<file path="src/timer_pair_pkg.sv">
// Purpose: Shared constants for the dual timer/counter pair.
// Assumes: Registers are reached over the core's special function bus.
// Notes: Addresses are the special function register addresses.
package timer_pair_pkg;

    // ************************************************************
    // Register addresses
    // ************************************************************
    localparam logic [7:0] ADDR_TIMER_CONTROL_FLAGS = 8'h88;
    localparam logic [7:0] ADDR_TIMER_MODE_CONFIG = 8'h89;
    localparam logic [7:0] ADDR_COUNTER_A_LOW_BYTE = 8'h8a;
    localparam logic [7:0] ADDR_COUNTER_B_LOW_BYTE = 8'h8b;
    localparam logic [7:0] ADDR_COUNTER_A_HIGH_BYTE = 8'h8c;
    localparam logic [7:0] ADDR_COUNTER_B_HIGH_BYTE = 8'h8d;
    localparam logic [7:0] REG_RESET = 8'h00;

    // ************************************************************
    // Control register bit positions
    // ************************************************************
    localparam int OVF_B_BIT = 7;
    localparam int RUN_B_BIT = 6;
    localparam int OVF_A_BIT = 5;
    localparam int RUN_A_BIT = 4;
    localparam int IRQ_B_FLAG_BIT = 3;
    localparam int IRQ_B_TYPE_BIT = 2;
    localparam int IRQ_A_FLAG_BIT = 1;
    localparam int IRQ_A_TYPE_BIT = 0;

    // ************************************************************
    // Mode register bit positions
    // ************************************************************
    localparam int GATE_B_BIT = 7;
    localparam int SELECT_B_BIT = 6;
    localparam int MODE_B_HI = 5;
    localparam int MODE_B_LO = 4;
    localparam int GATE_A_BIT = 3;
    localparam int SELECT_A_BIT = 2;
    localparam int MODE_A_HI = 1;
    localparam int MODE_A_LO = 0;

    // ************************************************************
    // Pin vector positions and count constants
    // ************************************************************
    localparam int PIN_CNT_A = 0;
    localparam int PIN_CNT_B = 1;
    localparam int PIN_IRQ_A = 2;
    localparam int PIN_IRQ_B = 3;
    localparam int PIN_COUNT = 4;
    localparam logic [4:0] PRESCALE_ALL_ONES = 5'h1f;
    localparam logic [4:0] PRESCALE_ZERO = 5'h00;
    localparam logic [7:0] BYTE_ALL_ONES = 8'hff;
    localparam logic [7:0] BYTE_ONE = 8'h01;

    typedef enum logic [1:0] {
        MODE_13BIT = 2'b00,
        MODE_16BIT = 2'b01,
        MODE_RELOAD = 2'b10,
        MODE_SPLIT = 2'b11
    } count_mode_e;

endpackage

</file>
<file path="src/dual_timer_counter_pair.sv">
// Purpose: Two 16-bit timer/counters with shared control and flag register.
// Assumes: One core clock; pins are asynchronous and are synchronised here.
// Notes: Reads answer one cycle after the read strobe; writes act at once.
//
// Contract
// Overflow flags set by overflow, cleared when the core vectors.
// Run bits written by software turn each counter on and off.
// External flags set by falling edge or low level per type bit.
// Vectoring clears edge flags only; level flags follow the pin.
// Trigger type set selects falling edge, clear selects low level.
// Each counter is two byte registers, joined or separate by mode.
// Control register and counter bytes reset to zero; bit writable.
// Mode 0 counts high byte plus low five bits of low byte.
// Wrap from all ones to zero sets the counter's overflow flag.
// Count only while run is set and gate clear or irq pin high.
// Setting run keeps the byte values; counting resumes from them.
// No prescaler; each step follows the core clock directly.
// Mode 1 is mode 0 but with all sixteen bits.
// Mode 2 reloads low byte from high byte on low byte overflow.
// Counter B in mode 3 holds its count as if stopped.
// Counter A mode 3 low byte uses counter A controls and flag.
// Counter A mode 3 high byte times cycles, uses B run and flag.
// With A in mode 3, B runs outside mode 3; overflow feeds baud.
// Two-bit mode field selects 13-bit, 16-bit, reload, split.
// Timer function increments once each core clock.
// Counter function counts a sampled high then low on the pin.
// Select bit set counts the pin, clear counts the clock.
// Software writes to flags act like hardware updates.
`timescale 1ns/100ps
module dual_timer_counter_pair
    import timer_pair_pkg::*;
(
    input wire logic sys_clk,
    input wire logic rstn,
    input wire logic [7:0] sfr_addr,
    input wire logic sfr_wr,
    input wire logic [7:0] sfr_wdata,
    input wire logic sfr_rd,
    input wire logic sfr_bit_wr,
    input wire logic [2:0] sfr_bit_sel,
    input wire logic sfr_bit_val,
    input wire logic vec_ack_ovf_a,
    input wire logic vec_ack_ovf_b,
    input wire logic vec_ack_irq_a,
    input wire logic vec_ack_irq_b,
    input wire logic ext_irq_a_pin,
    input wire logic ext_irq_b_pin,
    input wire logic counter_a_ext_input,
    input wire logic counter_b_ext_input,
    output logic [7:0] sfr_rdata,
    output logic counter_a_overflow_flag,
    output logic counter_b_overflow_flag,
    output logic ext_irq_a_flag,
    output logic ext_irq_b_flag,
    output logic counter_b_overflow_pulse
);

    // ************************************************************
    // State
    // ************************************************************
    typedef struct packed {
        logic [7:0] ctrl;
        logic [7:0] mode_cfg;
        logic [7:0] lo_a;
        logic [7:0] hi_a;
        logic [7:0] lo_b;
        logic [7:0] hi_b;
        logic [PIN_COUNT-1:0] pin_s1;
        logic [PIN_COUNT-1:0] pin_s2;
        logic [PIN_COUNT-1:0] pin_s3;
        logic [7:0] rdata;
        logic baud;
    } state_s;

    state_s s_q;
    state_s s_d;
    count_mode_e mode_a;
    count_mode_e mode_b;
    logic [PIN_COUNT-1:0] fall;
    logic tick_a;
    logic tick_b;
    logic run_a;
    logic run_b;
    logic split_hi_run;
    logic ovf_a;
    logic ovf_b;
    logic ovf_split_hi;
    logic wr_lo_a;
    logic wr_hi_a;
    logic wr_lo_b;
    logic wr_hi_b;
    logic [16:0] step_a;
    logic [16:0] step_b;
    // Interrupt pins idle high; starting their stages high keeps a
    // level-mode flag from rising for a few cycles after reset.
    localparam logic [PIN_COUNT-1:0] PIN_IDLE =
        PIN_COUNT'((1 << PIN_IRQ_A) | (1 << PIN_IRQ_B));

    // One count step for modes 0 to 2; returns {overflow, high, low}.
    // In 13-bit mode the upper three low-byte bits are left untouched.
    function automatic logic [16:0] count_step(
        input count_mode_e mode,
        input logic [7:0] lo,
        input logic [7:0] hi
    );
        logic [16:0] r;
        r = {1'b0, hi, lo};
        case (mode)
            MODE_13BIT: begin
                if (lo[4:0] == PRESCALE_ALL_ONES) begin
                    r[4:0] = PRESCALE_ZERO;
                    r[15:8] = hi + BYTE_ONE;
                    r[16] = (hi == BYTE_ALL_ONES);
                end else begin
                    r[4:0] = lo[4:0] + PRESCALE_ZERO + 5'h01;
                end
            end
            MODE_16BIT: begin
                r[15:0] = {hi, lo} + 16'h0001;
                r[16] = ({hi, lo} == {BYTE_ALL_ONES, BYTE_ALL_ONES});
            end
            MODE_RELOAD: begin
                if (lo == BYTE_ALL_ONES) begin
                    r[7:0] = hi;
                    r[16] = 1'b1;
                end else begin
                    r[7:0] = lo + BYTE_ONE;
                end
            end
            default: begin
                r = {1'b0, hi, lo};
            end
        endcase
        return r;
    endfunction

    // ************************************************************
    // Next-state logic
    // ************************************************************
    always_comb begin
        s_d = s_q;
        s_d.pin_s1 = {ext_irq_b_pin, ext_irq_a_pin,
                      counter_b_ext_input, counter_a_ext_input};
        s_d.pin_s2 = s_q.pin_s1;
        s_d.pin_s3 = s_q.pin_s2;
        // Edges are judged on the second and third stages only.
        fall = s_q.pin_s3 & ~s_q.pin_s2;
        mode_a = count_mode_e'(s_q.mode_cfg[MODE_A_HI:MODE_A_LO]);
        mode_b = count_mode_e'(s_q.mode_cfg[MODE_B_HI:MODE_B_LO]);
        // No prescaler: a timer tick is every clock.
        tick_a = s_q.mode_cfg[SELECT_A_BIT] ? fall[PIN_CNT_A] : 1'b1;
        tick_b = s_q.mode_cfg[SELECT_B_BIT] ? fall[PIN_CNT_B] : 1'b1;
        run_a = s_q.ctrl[RUN_A_BIT] && (!s_q.mode_cfg[GATE_A_BIT]
                || s_q.pin_s2[PIN_IRQ_A]);
        // With A split, B's run bit belongs to A's high byte, so B is
        // switched only by leaving or entering its own mode 3 and by its gate with the irq B pin.
        if (mode_a == MODE_SPLIT) begin
            run_b = (mode_b != MODE_SPLIT) && (!s_q.mode_cfg[GATE_B_BIT]
                    || s_q.pin_s2[PIN_IRQ_B]);
        end else begin
            run_b = s_q.ctrl[RUN_B_BIT] && (mode_b != MODE_SPLIT)
                    && (!s_q.mode_cfg[GATE_B_BIT]
                    || s_q.pin_s2[PIN_IRQ_B]);
        end
        split_hi_run = (mode_a == MODE_SPLIT) && s_q.ctrl[RUN_B_BIT];

        ovf_a = 1'b0;
        ovf_b = 1'b0;
        ovf_split_hi = 1'b0;
        step_a = count_step(mode_a, s_q.lo_a, s_q.hi_a);
        step_b = count_step(mode_b, s_q.lo_b, s_q.hi_b);

        // Counter A; bytes carry their values across run changes.
        if (run_a && tick_a) begin
            if (mode_a == MODE_SPLIT) begin
                s_d.lo_a = s_q.lo_a + BYTE_ONE;
                ovf_a = (s_q.lo_a == BYTE_ALL_ONES);
            end else begin
                {ovf_a, s_d.hi_a, s_d.lo_a} = step_a;
            end
        end
        if (split_hi_run) begin
            s_d.hi_a = s_q.hi_a + BYTE_ONE;
            ovf_split_hi = (s_q.hi_a == BYTE_ALL_ONES);
        end

        // Counter B.
        if (run_b && tick_b) begin
            {ovf_b, s_d.hi_b, s_d.lo_b} = step_b;
        end
        s_d.baud = ovf_b;

        // Software writes to the byte registers win over counting.
        wr_lo_a = sfr_wr && (sfr_addr == ADDR_COUNTER_A_LOW_BYTE);
        wr_hi_a = sfr_wr && (sfr_addr == ADDR_COUNTER_A_HIGH_BYTE);
        wr_lo_b = sfr_wr && (sfr_addr == ADDR_COUNTER_B_LOW_BYTE);
        wr_hi_b = sfr_wr && (sfr_addr == ADDR_COUNTER_B_HIGH_BYTE);
        if (wr_lo_a) begin
            s_d.lo_a = sfr_wdata;
        end
        if (wr_hi_a) begin
            s_d.hi_a = sfr_wdata;
        end
        if (wr_lo_b) begin
            s_d.lo_b = sfr_wdata;
        end
        if (wr_hi_b) begin
            s_d.hi_b = sfr_wdata;
        end
        if (sfr_wr && (sfr_addr == ADDR_TIMER_MODE_CONFIG)) begin
            s_d.mode_cfg = sfr_wdata;
        end

        // Control register: vector clears, then software, then hardware
        // sets, so an event in the clearing cycle is never lost.
        if (vec_ack_ovf_a) begin
            s_d.ctrl[OVF_A_BIT] = 1'b0;
        end
        if (vec_ack_ovf_b) begin
            s_d.ctrl[OVF_B_BIT] = 1'b0;
        end
        if (vec_ack_irq_a && s_q.ctrl[IRQ_A_TYPE_BIT]) begin
            s_d.ctrl[IRQ_A_FLAG_BIT] = 1'b0;
        end
        if (vec_ack_irq_b && s_q.ctrl[IRQ_B_TYPE_BIT]) begin
            s_d.ctrl[IRQ_B_FLAG_BIT] = 1'b0;
        end
        if (sfr_wr && (sfr_addr == ADDR_TIMER_CONTROL_FLAGS)) begin
            s_d.ctrl = sfr_wdata;
        end
        if (sfr_bit_wr) begin
            s_d.ctrl[sfr_bit_sel] = sfr_bit_val;
        end
        if (ovf_a) begin
            s_d.ctrl[OVF_A_BIT] = 1'b1;
        end
        if (ovf_split_hi || (ovf_b && (mode_a != MODE_SPLIT))) begin
            s_d.ctrl[OVF_B_BIT] = 1'b1;
        end
        // Type bit set: falling edge; clear: flag mirrors the low level.
        if (s_q.ctrl[IRQ_A_TYPE_BIT]) begin
            if (fall[PIN_IRQ_A]) begin
                s_d.ctrl[IRQ_A_FLAG_BIT] = 1'b1;
            end
        end else begin
            s_d.ctrl[IRQ_A_FLAG_BIT] = !s_q.pin_s2[PIN_IRQ_A];
        end
        if (s_q.ctrl[IRQ_B_TYPE_BIT]) begin
            if (fall[PIN_IRQ_B]) begin
                s_d.ctrl[IRQ_B_FLAG_BIT] = 1'b1;
            end
        end else begin
            s_d.ctrl[IRQ_B_FLAG_BIT] = !s_q.pin_s2[PIN_IRQ_B];
        end

        // Reads return the value held before this cycle's updates.
        if (sfr_rd) begin
            case (sfr_addr)
                ADDR_TIMER_CONTROL_FLAGS: s_d.rdata = s_q.ctrl;
                ADDR_TIMER_MODE_CONFIG: s_d.rdata = s_q.mode_cfg;
                ADDR_COUNTER_A_LOW_BYTE: s_d.rdata = s_q.lo_a;
                ADDR_COUNTER_B_LOW_BYTE: s_d.rdata = s_q.lo_b;
                ADDR_COUNTER_A_HIGH_BYTE: s_d.rdata = s_q.hi_a;
                ADDR_COUNTER_B_HIGH_BYTE: s_d.rdata = s_q.hi_b;
                default: s_d.rdata = REG_RESET;
            endcase
        end
    end

    // ************************************************************
    // Registers
    // ************************************************************
    always_ff @(posedge sys_clk or negedge rstn) begin
        if (!rstn) begin
            s_q <= '0;
            s_q.pin_s1 <= PIN_IDLE;
            s_q.pin_s2 <= PIN_IDLE;
            s_q.pin_s3 <= PIN_IDLE;
        end else begin
            s_q <= s_d;
        end
    end

    assign sfr_rdata = s_q.rdata;
    assign counter_a_overflow_flag = s_q.ctrl[OVF_A_BIT];
    assign counter_b_overflow_flag = s_q.ctrl[OVF_B_BIT];
    assign ext_irq_a_flag = s_q.ctrl[IRQ_A_FLAG_BIT];
    assign ext_irq_b_flag = s_q.ctrl[IRQ_B_FLAG_BIT];
    assign counter_b_overflow_pulse = s_q.baud;

    // ************************************************************
    // Assertions
    // ************************************************************
    property p_ovf_a_sets;
        @(posedge sys_clk) disable iff (!rstn)
        ovf_a |=> s_q.ctrl[OVF_A_BIT];
    endproperty
    a_ovf_a_sets: assert property (p_ovf_a_sets)
        else $error("Counter A overflow did not set its flag.");

    property p_stopped_holds;
        @(posedge sys_clk) disable iff (!rstn)
        (!s_q.ctrl[RUN_A_BIT] && !wr_lo_a) |=> $stable(s_q.lo_a);
    endproperty
    a_stopped_holds: assert property (p_stopped_holds)
        else $error("Counter A low byte moved while stopped.");

    property p_edge_flag;
        @(posedge sys_clk) disable iff (!rstn)
        (s_q.ctrl[IRQ_A_TYPE_BIT] && fall[PIN_IRQ_A]) |=>
            s_q.ctrl[IRQ_A_FLAG_BIT];
    endproperty
    a_edge_flag: assert property (p_edge_flag)
        else $error("Falling edge on irq A pin lost.");

    property p_level_follows;
        @(posedge sys_clk) disable iff (!rstn)
        !s_q.ctrl[IRQ_B_TYPE_BIT] |=>
            (s_q.ctrl[IRQ_B_FLAG_BIT] == !$past(s_q.pin_s2[PIN_IRQ_B]));
    endproperty
    a_level_follows: assert property (p_level_follows)
        else $error("Level irq B flag does not follow its pin.");

    property p_gate_blocks;
        @(posedge sys_clk) disable iff (!rstn)
        (s_q.mode_cfg[GATE_A_BIT] && !s_q.pin_s2[PIN_IRQ_A] && !wr_lo_a)
            |=> $stable(s_q.lo_a);
    endproperty
    a_gate_blocks: assert property (p_gate_blocks)
        else $error("Gated counter A counted with irq pin low.");

    property p_reload;
        @(posedge sys_clk) disable iff (!rstn)
        (mode_a == MODE_RELOAD && ovf_a && !wr_lo_a && !wr_hi_a) |=>
            (s_q.lo_a == s_q.hi_a) && $stable(s_q.hi_a);
    endproperty
    a_reload: assert property (p_reload)
        else $error("Reload did not copy high byte into low byte.");

    property p_b_split_holds;
        @(posedge sys_clk) disable iff (!rstn)
        (mode_b == MODE_SPLIT && !wr_lo_b && !wr_hi_b) |=>
            $stable({s_q.hi_b, s_q.lo_b});
    endproperty
    a_b_split_holds: assert property (p_b_split_holds)
        else $error("Counter B moved in mode 3.");

    property p_split_high;
        @(posedge sys_clk) disable iff (!rstn)
        (split_hi_run && !wr_hi_a) |=>
            (s_q.hi_a == $past(s_q.hi_a) + BYTE_ONE);
    endproperty
    a_split_high: assert property (p_split_high)
        else $error("Split high byte did not count the cycle.");

    property p_timer_step;
        @(posedge sys_clk) disable iff (!rstn)
        (run_a && !s_q.mode_cfg[SELECT_A_BIT] && mode_a == MODE_16BIT
            && s_q.lo_a != BYTE_ALL_ONES && !wr_lo_a) |=>
            (s_q.lo_a == $past(s_q.lo_a) + BYTE_ONE);
    endproperty
    a_timer_step: assert property (p_timer_step)
        else $error("Timer A did not step once per clock.");

endmodule

</file>
<file path="config.mk">
export PLATFORM = sky130hd
export DESIGN_NAME = dual_timer_counter_pair
export DESIGN_NICKNAME = d
export VERILOG_FILES = /design/src/timer_pair_pkg.sv /design/src/dual_timer_counter_pair.sv
export SDC_FILE = /design/constraint.sdc
export NUM_CORES = 1
export LEC_CHECK = 0
export CORE_ASPECT_RATIO = 0.7
export CORE_MARGIN = 2
export CORE_UTILIZATION = 40
export CTS_CLUSTER_DIAMETER = 60
export CTS_CLUSTER_SIZE = 12
export DETAILED_ROUTE_END_ITERATION = 7
export DONT_BUFFER_PORTS = 1
export PLACE_DENSITY = 0.56
export SYNTH_ARGS = -nofsm -noshare
export SYNTH_HDL_FRONTEND = slang
export SYNTH_SLANG_ARGS = --single-unit
</file>
<file path="constraint.sdc">
create_clock -name sys_clk -period 3.2 [get_ports sys_clk]
set_input_delay 0.16 -clock sys_clk [delete_from_list [all_inputs] [get_ports sys_clk]]
set_output_delay 0.16 -clock sys_clk [all_outputs]
set_load 0.02 [all_outputs]
</file>
==> results.yml, run 1 <==
run_status:
  status: "completed"
timing:
  worst_slew_pin_slew_ns: 0.825
  rsz0062_at_grt: "no"
  min_period_over_period_pct: 86.5
  fin_setup_tns_ns: 0
  fin_skew_ns: 0.00482
  max-slew-margin-rel_pct: 44.4
  setup_violations: 0
  hold_violations: 0
  period_needed_ns: 2.77
  final_max_slew_viol_count: 0
  max_freq_mhz: 361
critical_path:
  r2r-end: "s_q[44]"
  critPathKind: "flop to flop"
  startpoint_type: "flop"
  cp_data_required_time_ns: 3.46
  r2r_cells: 9
  end_kind: "flop"
  critPathMaxFanout: 14
  crit_chain: "ha_1, nand3_1, inv_1, ha_1, mux2i_1, a2111oi_4, a21boi_2, or4_1, a31oi_1"
  critical_path.max_stage_delay_ns: 0.54
  r2r-start: "s_q[45]"
  crit_slowest_cell: "or4_1"
  crit_family: "compound AO/OA/AOI/OAI gates"
  rrSetupSlack_ns: 0.43
  crit_path_frequent_cell: "ha_1"
  path_buf_inv: 1
  arrival_ns: 3.02
logic_synthesis:
  synth_top_area_share_pct: 32.9
  synth_edf_count: 0
  yosysTopAreaCell: "dfrtp_1"
  ys_types: 81
  yosysSeqAreaShare_pct: 36.2
  synth_area_per_cell_sq_um: 9.03
  yosys-top-cells-area: "dfrtp_1 33%, nand2_1 4.1%, ha_1 3.7%"
  synth_common_cells: "63 x dfrtp_1, 53 x nand2_1, 46 x nor2_1"
  synth_ff_type: "dfrtp_1"
  yosysWarnings: 0
  synthesis.instances: 531
  ys_ff_latch: 69
  syn_nets: 578
  synth.most_common_cell: "dfrtp_1"
  netlist_area_sq_um: 4800
  synthArstFlopShare_pct: 100
placement:
  dp.cells: 662
  dp_hpwl_um: 11900
  gp_congestion: 1.00
  portBuffers: 0
floorplan:
  ios: 46
  die_x_um: 135
  dieArea_sq_um: 12900
  start_util_pct: 41.0
  row_count: 33
  coreArea_sq_um: 11700
  die_h_um: 95.6
min_path:
  holdCritPathClass: "input pin to flop"
  min_from: "sfr_wdata[1]"
  whs_endpoint: "s_q[46]"
  min_delay_path_depth: 2
layout:
  area_delta_synth_final_pct: 11.6
  n_fill_cell: 1130
  seqCellArea_sq_um: 1730
  multi_input_area_sq_um: 2830
  finalNetCount: 579
  drive_gt1_share_pct: 11.2
  finalNonFillerCells: 695
clocking:
  ctsHoldBuffers: 16
  cts_buffers: 9
  htreeDepth: 3
  cts_setup_buffers: 0
  clkSlewWorstSetupHoldPaths_ns: 0.06
  cts_tree: "yes"
  cts_sinks: 69
  clk_latency_ns: 0.34
  cts_resized: 0
  max-clock-path-buffers: 2
  cts-root-buf: "clkbuf_16"
flow_run:
  cap_viol_max_count: 0
grt:
  antenna_found_initial: 3
  grt_pass1_wl_um: 25600
  gr-usage-all-layers_pct: 27.4
  grt_pass1_vias: 4077
  grt_max_degree: 70
  overflow: 0
route:
  drtIter0Drc: 535
  routed_wl_um: 16900
  dr.pass1.iters: 5
  viasPerCell: 6.37
  ant_nets: 0
  vias: 4428
  drc: 0
  routedWlPerCell_um: 24.3
pwr:
  leakage_nw: 2.07
  p_per_area_nw_per_um2: 669
  ir_drop_mv: 0.298
  finalPower_mw: 3.58
==> state kept, by name (all words and copies together), names as in the netlist <==
name,count
s_q,44
s_d,8
sfr_rdata,8
mode_a,2
mode_b,2
counter_a_overflow_flag,1
counter_b_overflow_flag,1
counter_b_overflow_pulse,1
ext_irq_a_flag,1
ext_irq_b_flag,1
==> cell families after synthesis <==
| family | count (synthesis) | share of synthesized area (%) |
|---|---|---|
| adder cells (fa/ha/maj) | 14 | 3.65 |
| AND/OR/NAND/NOR | 201 | 22.6 |
| multiplexers | 19 | 4.17 |
| buffers and inverters | 50 | 5.03 |
| flip-flops | 69 | 36.2 |
| AO/OA/AOI/OAI | 170 | 27.0 |
| XOR/XNOR | 8 | 1.46 |
==> layout by cell type, fill, tap and decap left out, drive strengths merged, types with 7 or more instances in the layout <==
| cell type | count |
|---|---|
| dfrtp | 63 |
| nand2 | 53 |
| a31oi | 11 |
| nor2 | 46 |
| dlygate4sd3 | 15 |
| clkbuf | 10 |
| nand3 | 19 |
| ha | 14 |
| nor2b | 15 |
| a32oi | 14 |
| nand4 | 11 |
| o22ai | 12 |
| o31ai | 8 |
| o21ai | 33 |
| a21oi | 23 |
| buf | 7 |
| mux2i | 11 |
| nand2b | 10 |
| mux2 | 8 |
| inv | 20 |
| a221o | 8 |
| o22a | 11 |
==> stage by stage <==
step           instance area [sq um]  utilization (%)  worst slack, ns  hold slack, ns
3_5_place_dp                    4870             41.7            0.494          -0.134
6_report                        5350             45.8            0.433         0.00384
3_3_place_gp                    4870             41.7            0.599          -0.134
2_1_floorplan                   4800                -            0.722          -0.136
5_1_grt                         5350             45.8            0.219          0.0171
4_1_cts                         5350             45.8            0.468         0.00170
==> metal layers <==
| metal | track usage (%) | share of wire (%) |
|---|---|---|
| met1 | 39.9 | 48 |
| met2 | 34.7 | 37 |
| met3 | 13.0 | 12 |
| met4 | 8.86 | 2.5 |
| met5 | 0 | 0.19 |
==> where the power goes <==
group	leakage (nW)	switching, mW	total, mW	internal (mW)
logic	1.14	0.659	1.14	0.476
clock network	0.147	0.414	1.02	0.611
registers	0.786	0.361	1.42	1.06
==> cell type report <==
| class | count | area share (%) |
|---|---|---|
| Sequential cell | 69 | 32.4 |
| Antenna cell | 1 | 0.0468 |
| Timing Repair Buffer | 22 | 4.16 |
| Multi-Input combinational cell | 412 | 52.9 |
| Inverter | 18 | 1.26 |
| Clock buffer | 10 | 4.28 |
| Clock inverter | 6 | 1.31 |
| Tap cell | 157 | 3.67 |
==> how the worst max path moves through the flow <==
stage	startpoint	endpoint	slack (ns)	depth (start not counted)
after floorplan	s_q[45]	s_q[44]	0.72	10
after global placement	s_q[45]	s_q[44]	0.60	9
after detailed placement	s_q[45]	s_q[44]	0.49	9
after CTS	s_q[45]	s_q[44]	0.47	9
after global routing	s_q[45]	s_q[44]	0.22	9
final	s_q[45]	s_q[44]	0.43	9
No activity file was read; power rests on OpenSTA's default activity.
==> run 2: changes to the inputs <==
Settings changed: CORE_UTILIZATION 40 to 30, PLACE_DENSITY 0.56 to 0.46.
==> run 2 against run 1 <==
Against the previous run: combinational power barely moved; non-clock buffer count did not move; design area rose by 1.6%; first-iteration DRC count fell by 23%; maximum frequency rose by 0.73%; sequential cell count did not move; clock skew rose by 0.0062 ns; count of clock-buffer cells in the layout did not move; critical path type unchanged.
==> results.yml, run 2 (synthesis gave the netlist of run 1 again) <==
route:
  drc: 0
  vias: 4493
  routedWlPerCell_um: 23.8
  drtIter0Drc: 414
  viasPerCell: 6.06
  dr.pass1.iters: 5
  routed_wl_um: 17700
  ant_nets: 0
pwr:
  share_seq_of_total_power_pct: 39.1
  p_int_mw: 2.23
  p_comb_share_pct: 30.8
  p_clk_share_pct: 30.1
  p_per_area_nw_per_um2: 672
  leakage_nw: 2.08
  p_sw_mw: 1.42
  swShare_pct: 38.9
  ir_drop_mv: 0.269
floorplan:
  dieArea_sq_um: 17000
  coreArea_sq_um: 15500
  ios: 46
  start_util_pct: 30.8
  row_count: 38
  die_h_um: 110
  die_x_um: 155
critical_path:
  cp_data_required_time_ns: 3.45
  critPathMaxFanout: 14
  r2r-start: "s_q[45]"
  startpoint_type: "flop"
  arrival_ns: 3.00
  critPathKind: "flop to flop"
  crit_start: "s_q[45]"
  end_kind: "flop"
timing:
  max-slew-margin-rel_pct: 51.2
  period_needed_ns: 2.75
  fin_setup_tns_ns: 0
  fin_skew_ns: 0.0110
  final_max_slew_viol_count: 0
  hold_violations: 0
  layout_setup_ws_ns: 0.454
  worst_slew_pin_slew_ns: 0.724
  rsz0062_at_grt: "no"
  hold_slack_ns: 0.00283
  setup_violations: 0
  max_freq_mhz: 364
  min_period_over_period_pct: 85.8
layout:
  top_register: "s_q"
  fin_area_sq_um: 5440
  final_common_cell: "dfrtp_1"
  largest_reg_flops: 44
  finalNetCount: 579
  final_cell_mix: "63 x dfrtp_1, 53 x nand2_1, 46 x nor2_1"
  drive_gt1_share_pct: 11.2
  area_delta_synth_final_pct: 13.4
grt:
  gr-usage-all-layers_pct: 21.4
  antenna_found_initial: 1
  grt_pass1_vias: 4047
  overflow: 0
  grt_max_degree: 70
  grt_pass1_wl_um: 26500
placement:
  portBuffers: 0
  placed_cell_area_sq_um: 4930
  gp_congestion: 0.931
  dp_hpwl_um: 12500
  place_ws_ns: 0.524
clocking:
  cts_buffers: 9
  clk_latency_ns: 0.34
  clkSlewWorstSetupHoldPaths_ns: 0.06
  htreeDepth: 3
  cts_sinks: 69
  cts-root-buf: "clkbuf_16"
  cts_tree: "yes"
  max-clock-path-buffers: 2
min_path:
  holdCritPathClass: "input pin to flop"
  min_from: "sfr_rd"
flow_run:
  cap_viol_max_count: 0
run_status:
  status: "completed"
-- run 2: cell types whose count changed in the layout (fill, tap and decap cells not counted) --
cell        delta
diode_2        +3
clkinv_2       -1
bufinv_16      +1
clkinvlp_4     +1
clkinv_4       -1
-- run 2: final cells by class --
class | instances | area, sq um
fill | 1568 | 10100
multi-input combinational | 412 | 2830
sequential | 69 | 1730
tap | 200 | 250
clock buffer | 10 | 229
timing repair buffer | 22 | 223
clock inverter | 6 | 93.8
inverter | 18 | 67.6
antenna | 4 | 10.0
-- run 2: through the flow --
stage,cells,util (%),total power [mW]
2_1_floorplan,531,-,2.15
3_3_place_gp,705,31.7,2.46
3_5_place_dp,705,31.7,2.47
4_1_cts,737,34.9,3.64
5_1_grt,737,34.9,3.85
6_report,741,35.0,3.65
-- run 2: final timing paths --
| check | to | slack, ns | cells past startpoint |
|---|---|---|---|
| max | s_q[44] | 0.45 | 9 |
| min | sfr_rdata[7] | 0.003 | 1 |
| max reg2reg | s_q[44] | 0.45 | 9 |
| min reg2reg | s_d[9] | 0.35 | 0 |
| max in group asynchronous | s_d[16] | 2.47 | 2 |
| min in group asynchronous | s_q[28] | 0.36 | 2 |
-- run 2: what timing repair did --
| action | in CTS | in global routing |
|---|---|---|
| resized for setup | 0 | 0 |
| hold buffers | 16 | 0 |
| buffers inserted | 0 | 0 |
| hold endpoints to repair | 118 | 0 |
-- run 2: power by group through the flow --
stage               clock network, mW  registers, mW  logic [mW]
global placement                    0           1.43        1.04
detailed placement                  0           1.43        1.04
CTS                              1.12           1.41        1.10
finish                           1.10           1.43        1.12
floorplan                           0           1.25       0.897
global route                     1.16           1.45        1.24
-- run 2: worst max-delay path, stage by stage (launching register included) --
cell and delay (ns):
dfrtp_1 0.44, ha_1 0.22, nand3_1 0.11, inv_1 0.13
ha_1 0.26, mux2i_1 0.15, a2111oi_4 0.39, a21boi_2 0.24
or4_1 0.54, a31oi_1 0.18
-- run 2: metal layers --
metal | vias up | GRT usage [%] | wire (um)
met4 | 0 | 4.03 | 214
met3 | 17 | 8.87 | 2190
li1 | 2035 | - | -
met2 | 236 | 27.0 | 6320
met1 | 2205 | 32.9 | 8930
met5 | - | 0 | 0
